### src/rtl/pbsc_regs.vh
`ifndef PBSC_REGS_VH
`define PBSC_REGS_VH

// ----------------------------------------
// timing
// ----------------------------------------
`define PBSC_CLK_MHZ        250
`define PBSC_SHORT_SEC      4
`define PBSC_LONG_SEC       6
// cycles for the thresholds; long time is an exact product used as a least hold time
`define PBSC_SHORT_CYC      (`PBSC_SHORT_SEC * `PBSC_CLK_MHZ * 1000000)
`define PBSC_LONG_CYC       (`PBSC_LONG_SEC * `PBSC_CLK_MHZ * 1000000)
`define PBSC_CNT_W          32

// ----------------------------------------
// state codes (sleeping state numbering)
// ----------------------------------------
`define PBSC_ST_W           3
`define PBSC_ST_S0          3'h0
`define PBSC_ST_S3          3'h3
`define PBSC_ST_S4          3'h4
`define PBSC_ST_S5          3'h5
`define PBSC_ST_G3          3'h7

// sleep target select from the operating system
`define PBSC_SEL_S3         2'h0
`define PBSC_SEL_S4         2'h1
`define PBSC_SEL_S5         2'h2

// wake source count
`define PBSC_WAKE_N         4

`endif

### src/rtl/pbsc_ctrl.v
// Function
// - from soft-off or sleep, a press under six seconds powers the system on
// - a short press while working enters the sleep state the OS selected
// - holding over six seconds forces soft-off from working or sleep
// - software soft-off request powers down without the switch
// - suspend-to-RAM keeps memory powered, processor off, wake logic on
// - suspend-to-disk powers off processor and devices, wake logic on
// - soft-off keeps only wake logic; leaving it for working signals a cold boot
// - mechanical-off powers nothing; wake logic only on battery
// - several independent wake sources return sleep to working
// - the PCIe wake signal wakes from S3, S4 or S5
// - after AC loss restore the previous on/off state, if configured
`timescale 1ns/1ps
`include "pbsc_regs.vh"

module pbsc_ctrl #(
    parameter [`PBSC_CNT_W-1:0] SHORT_CYC = `PBSC_SHORT_CYC,
    parameter [`PBSC_CNT_W-1:0] LONG_CYC  = `PBSC_LONG_CYC
) (
    // clock and reset
    input  wire                   clk_sys,
    input  wire                   rst,
    // supply and switch
    input  wire                   ac_present,
    input  wire                   pwr_switch,
    // operating system requests
    input  wire [1:0]             os_sleep_sel,
    input  wire                   os_sleep_req,
    input  wire                   os_off_req,
    // configuration
    input  wire                   restore_last,
    // wake sources: the pcie wake line (active low) and the others
    input  wire                   pcie_wake_n,
    input  wire [`PBSC_WAKE_N-2:0] wake_evt,
    // power rails and status
    output reg  [`PBSC_ST_W-1:0]  sys_state,
    output reg                    cpu_pwr_en,
    output reg                    mem_pwr_en,
    output reg                    dev_pwr_en,
    output reg                    wake_pwr_en,
    output reg                    cold_boot,
    output reg                    force_off_evt
);

// ----------------------------------------
// state codes
// ----------------------------------------
// kept equal to the sleeping state numbers so status reads naturally
localparam [`PBSC_ST_W-1:0] ST_S0 = `PBSC_ST_S0;
localparam [`PBSC_ST_W-1:0] ST_S3 = `PBSC_ST_S3;
localparam [`PBSC_ST_W-1:0] ST_S4 = `PBSC_ST_S4;
localparam [`PBSC_ST_W-1:0] ST_S5 = `PBSC_ST_S5;
localparam [`PBSC_ST_W-1:0] ST_G3 = `PBSC_ST_G3;

// ----------------------------------------
// state and press timer
// ----------------------------------------
// short threshold stays a parameter; every press under the long bound acts on release
reg  [`PBSC_ST_W-1:0]  state_reg;
reg  [`PBSC_ST_W-1:0]  state_next;
reg  [`PBSC_CNT_W-1:0] press_cnt_reg;
reg  [`PBSC_CNT_W-1:0] press_cnt_next;
reg                    sw_dly_reg;
reg                    forced_reg;     // long press already acted
reg                    forced_next;
reg                    last_on_reg;    // on/off before ac loss
reg                    last_on_next;

wire [`PBSC_CNT_W-1:0] cnt_inc   = press_cnt_reg + 32'h1;
wire                   cnt_full  = (press_cnt_reg == 32'hffffffff);
wire                   sw_rel    = sw_dly_reg & ~pwr_switch;
wire                   long_hit  = pwr_switch & ~forced_reg & (press_cnt_reg >= LONG_CYC);
// short and mid presses act alike on release, so only the 6 s bound
// separates them from the long press, which fires while still held
wire                   short_rel = sw_rel & ~forced_reg;
wire                   wake_any  = ~pcie_wake_n | (|wake_evt);
// wake inputs only count in a sleep state; working and g3 ignore them
wire                   is_sleep  = (state_reg == ST_S3) | (state_reg == ST_S4) |
                                   (state_reg == ST_S5);
wire                   wake_hit  = is_sleep & wake_any;
wire                   can_force = (state_reg == ST_S0) | (state_reg == ST_S3) |
                                   (state_reg == ST_S4);

// ----------------------------------------
// next state
// ----------------------------------------
// ac loss is checked last so it overrides every other cause
always @* begin
    state_next = state_reg;
    case (state_reg)
        ST_G3: begin
            if (ac_present) begin
                if (restore_last & last_on_reg) begin
                    state_next = ST_S0;
                end else begin
                    state_next = ST_S5;
                end
            end
        end
        ST_S0: begin
            if (long_hit) begin
                state_next = ST_S5;
            end else if (os_off_req) begin
                state_next = ST_S5;
            end else if (os_sleep_req | short_rel) begin
                case (os_sleep_sel)
                    `PBSC_SEL_S3: state_next = ST_S3;
                    `PBSC_SEL_S4: state_next = ST_S4;
                    default:      state_next = ST_S5;
                endcase
            end
        end
        ST_S3, ST_S4: begin
            if (long_hit) begin
                state_next = ST_S5;
            end else if (short_rel | wake_hit) begin
                state_next = ST_S0;
            end
        end
        ST_S5: begin
            if (short_rel | wake_hit) begin
                state_next = ST_S0;
            end
        end
        default: begin
            state_next = ST_G3;
        end
    endcase
    if (~ac_present) begin
        state_next = ST_G3;
    end
end

// ----------------------------------------
// press timer
// ----------------------------------------
// saturate so a stuck switch cannot wrap into a fresh press
always @* begin
    press_cnt_next = press_cnt_reg;
    if (!pwr_switch) begin
        press_cnt_next = 32'h0;
    end else if (!cnt_full) begin
        press_cnt_next = cnt_inc;
    end
end

// a forced press stays spent until the switch is let go, so its
// release cannot bring the system straight back on
always @* begin
    forced_next = forced_reg;
    if (!pwr_switch) begin
        forced_next = 1'b0;
    end else if (long_hit) begin
        forced_next = 1'b1;
    end
end

// remember on/off only while ac is present; the cycle that sees ac
// drop leaves the value from the last live cycle in place
always @* begin
    last_on_next = last_on_reg;
    if (ac_present) begin
        last_on_next = (state_reg == ST_S0);
    end
end

// ----------------------------------------
// registers
// ----------------------------------------
// delayed switch resets low, its idle level, so no false release follows reset
always @(posedge clk_sys) begin
    if (rst) begin
        state_reg     <= ST_G3;
        press_cnt_reg <= 32'h0;
        sw_dly_reg    <= 1'b0;
        forced_reg    <= 1'b0;
        last_on_reg   <= 1'b0;
    end else begin
        state_reg     <= state_next;
        press_cnt_reg <= press_cnt_next;
        sw_dly_reg    <= pwr_switch;
        forced_reg    <= forced_next;
        last_on_reg   <= last_on_next;
    end
end

// ----------------------------------------
// rail outputs
// ----------------------------------------
// driven from the next state so rails and status move on the same edge
always @(posedge clk_sys) begin
    if (rst) begin
        sys_state   <= ST_G3;
        cpu_pwr_en  <= 1'b0;
        mem_pwr_en  <= 1'b0;
        dev_pwr_en  <= 1'b0;
        wake_pwr_en <= 1'b0;
    end else begin
        sys_state   <= state_next;
        cpu_pwr_en  <= (state_next == ST_S0);
        dev_pwr_en  <= (state_next == ST_S0);
        mem_pwr_en  <= (state_next == ST_S0) |
                       (state_next == ST_S3);
        wake_pwr_en <= (state_next != ST_G3);
    end
end

// ----------------------------------------
// event pulses
// ----------------------------------------
// one cycle each; force-off only flags when the long press really moves
// the state, so a supply loss in the same cycle shows as g3 alone
always @(posedge clk_sys) begin
    if (rst) begin
        cold_boot     <= 1'b0;
        force_off_evt <= 1'b0;
    end else begin
        cold_boot     <= (state_reg == ST_S5) & (state_next == ST_S0);
        force_off_evt <= long_hit & can_force & (state_next == ST_S5);
    end
end

endmodule // pbsc_ctrl

### config.mk
export PLATFORM = sky130hd
export DESIGN_NAME = pbsc_ctrl
export DESIGN_NICKNAME = d
export VERILOG_FILES = /design/src/rtl/pbsc_ctrl.v
export VERILOG_INCLUDE_DIRS = /design/src /design/src/rtl
export SDC_FILE = /design/constraint.sdc
export NUM_CORES = 1
export LEC_CHECK = 0
export BUFFER_PORTS_ARGS = -buffer_cell sky130_fd_sc_hd__clkbuf_2
export CAP_MARGIN = 5
export CORE_MARGIN = 1.5
export CORE_UTILIZATION = 40
export CTS_CLUSTER_SIZE = 12
export DETAILED_ROUTE_END_ITERATION = 6
export GPL_ROUTABILITY_DRIVEN = 0
export SLEW_MARGIN = 20
export SYNTH_ARGS = -nofsm -noshare
export SYNTH_HDL_FRONTEND = slang
export SYNTH_SLANG_ARGS = --single-unit
### constraint.sdc
create_clock -name clk_sys -period 1.81 [get_ports clk_sys]
set_input_delay 0 -clock clk_sys [delete_from_list [all_inputs] [get_ports clk_sys]]
set_output_delay 0 -clock clk_sys [all_outputs]
set_load 0.01 [all_outputs]
==> metrics.txt <==
Worst-Margin Slew 0.359 ns; 1st-iter DRT viols 69; critical path endpoint category register; Hold Path Class in -> reg; Buf/Inv on CP 0; clk slew on worst S/H paths 0.08 ns; routed vias/inst 4.99; Leak 0.00123 uW; most common library cell in the layout ignoring fill and taps buf_4; clk_skew 0.0111 ns; Global Route Usage Sum 17.8%; final number of hold-violating endpoints 0; fin worst setup slack -0.0204 ns; PD cells 633 nW/um2; Mapped Cells 260; unrepaired setup endpoints after global routing true; DPL Wire Length 3.75 mm; full die area 5860 um2; Switch Pwr 392 uW; part of the power in registers 49.6%; Initial Util 41.8%; Chip Height 76.6 um; Max VDD drop 450 uV; total core area 5170 um2; CTS H-tree lvls 2; switching portion of total power 20.2%; failing checks setup timing; largest net degree at the start of global routing 17; area of the multi-input gates 1370 um2; Clock Latency Late Sink 0.30 ns; Final Critical Period 1.83 ns; max_cap viols 0; Worst path max stage delay 0.60 ns; iteration count of the initial detailed-routing pass 4; Seq/Total Area, Yosys 39.8%; CP max stage cell or4_4; Critical Path Start press_cnt_reg[22]; CP Class reg -> reg; grt total ovfl 0; final-stage net count 350; Post-route DRC 0; status finished, violations left; most used flip-flop cell after synthesis dfxtp_1; Mapped Area 2160 um2; Syn Nets 275; #FFs+latches synth 43; Area growth syn-to-layout 41.4%; FMAX 0.546 GHz; ant diodes 0; IO buf count 21; global-route wire length before repair 8.38 mm; final setup vio count 3; Worst EP required 2.01 ns; clock power share 45.7%; total wire length 5.20 mm; hold path startpoint ac_present; vias in the first global route 1889; CP Max Fanout 4; Tcrit/Tclk final 101%; fillers 450; Root Buffer clkbuf_8; post-route setup TNS -0.0499 ns; Critical Path AT 2.03 ns; layout cells sized above 1 40.2%; max-slew violations 0; CTS tree built; final core occ 59.2%; most frequent cells in the layout buf_4, nor2_1, dfxtp_1; critical path's most frequent cell nand4_1; origin of the critical flop-to-flop path press_cnt_reg[22]; syn avg cell area 8.33 um2; Rel. slew slack 75.7%; CTS Buf Count 5; CTS Sinks 43; FF/Latch Area 885 um2; maximum root-to-sink buffer count 2; Routed Antenna Nets 0; max reg flops 32; initial antenna violation count 0; FFs w/ async S/R, synth 0%; combinational share of power 4.7%; EDFF count, synth 0; Worst setup SP type register; Distinct cells, synth 46; DR WL/cell 12.8 um; synth warn 0; crit-path leading delay family simple AND/OR/NAND/NOR gates; die width 76.6 um; pre-CTS WS -0.144 ns; top-level I/O count 22; internal power 1550 uW; num rows 26; Cell Chain, Critical Path nand4_1 > or4_4 > o311a_4 > nand4_1 > xor2_1 > nor2_1; via count 2024
tightest hold or removal path: cells and delay by family:
family	cells	cell delay, ns
buffers and inverters	1	0.11
AND/OR/NAND/NOR	2	0.18
path summary, 6_finish.rpt:
check,to,slack (ns),cells after the start
setup / recovery,press_cnt_reg[15],-0.02,6
setup reg to reg,press_cnt_reg[15],-0.02,6
hold / removal,cold_boot,0.03,3
hold reg to reg,forced_reg,0.50,1
cell families (layout without fill, tap and decap cells):
| kind of cell | after synthesis | after routing | share of synthesized area [%] |
|---|---|---|---|
| buffers and inverters | 19 | 95 | 3.87 |
| adder cells (fa/ha/maj) | 2 | 2 | 1.16 |
| multiplexers | 3 | 3 | 1.39 |
| flip-flops | 43 | 43 | 39.8 |
| AND/OR/NAND/NOR | 134 | 134 | 32.5 |
| AO/OA/AOI/OAI | 32 | 32 | 10.3 |
| XOR/XNOR | 27 | 27 | 10.9 |
metrics by stage:
step	std cells	cell area (um2)	hold WS, ns	power (uW)
after floorplan	260	2220	0.0724	1030
after global placement	393	2740	0.240	1070
after detailed placement	393	2740	0.227	1070
after CTS	404	2930	0.0172	1960
after global routing	406	3060	0.0375	2010
final	406	3060	0.0310	1940
repair_timing:
| item | CTS | global route |
|---|---|---|
| hold endpoints to repair | 3 | 0 |
| gates resized for setup | 11 | 33 |
| pin swaps | 4 | 15 |
| buffers inserted | 1 | 3 |
| hold buffers | 2 | 0 |
| endpoints found under the setup margin | 34 | 38 |
power groups by stage:
| stage | Clock (uW) | Combinational, uW | Sequential [uW] |
|---|---|---|---|
| 3_5_place_dp | 0 | 86.7 | 984 |
| 2_1_floorplan | 0 | 44.3 | 985 |
| 5_1_grt | 947 | 103 | 962 |
| 4_1_cts | 906 | 88.7 | 961 |
| 3_3_place_gp | 0 | 85.7 | 984 |
| 6_report | 885 | 91.8 | 961 |
Yosys cell counts (2+ instances only):
master / instances / area [um2]
nand2_1: 14 / 52.6
and2_1: 2 / 12.5
dfxtp_1: 43 / 861
a21oi_1: 3 / 15.0
xnor2_1: 17 / 149
nor3_1: 7 / 35.0
or4_1: 3 / 22.5
nor2b_1: 2 / 12.5
nand4_1: 11 / 68.8
nor3b_1: 3 / 22.5
ha_1: 2 / 25.0
a21boi_0: 2 / 15.0
o2111ai_1: 3 / 26.3
o21ai_0: 10 / 50.1
or2_2: 4 / 25.0
a311oi_1: 2 / 17.5
nor2_1: 49 / 184
a31oi_1: 2 / 12.5
and3_1: 8 / 50.1
clkbuf_1: 8 / 30.0
xor2_1: 10 / 87.6
nor4_1: 5 / 31.3
and4_1: 3 / 26.3
nand2b_1: 4 / 25.0
inv_1: 8 / 30.0
a211oi_1: 2 / 15.0
o211ai_1: 2 / 15.0
nand3_1: 11 / 55.1
mux2i_1: 3 / 30.0
final cells by class:
cell class                 instances  area share [%]
sequential                        43            28.9
inverter                           8           0.981
clock buffer                       6            2.37
tap                               70            2.86
clock inverter                     2            1.96
timing repair buffer              79            18.1
multi-input combinational        198            44.8
layer usage:
| layer | GRT usage (%) | wire length, um | up-vias |
|---|---|---|---|
| li1 | - | - | 1064 |
| met1 | 23.6 | 2410 | 928 |
| met2 | 28.5 | 2590 | 26 |
| met3 | 4.31 | 134 | 6 |
| met4 | 5.93 | 57 | 0 |
| met5 | 0 | 0 | - |
Power figures use the tool's default switching activity.
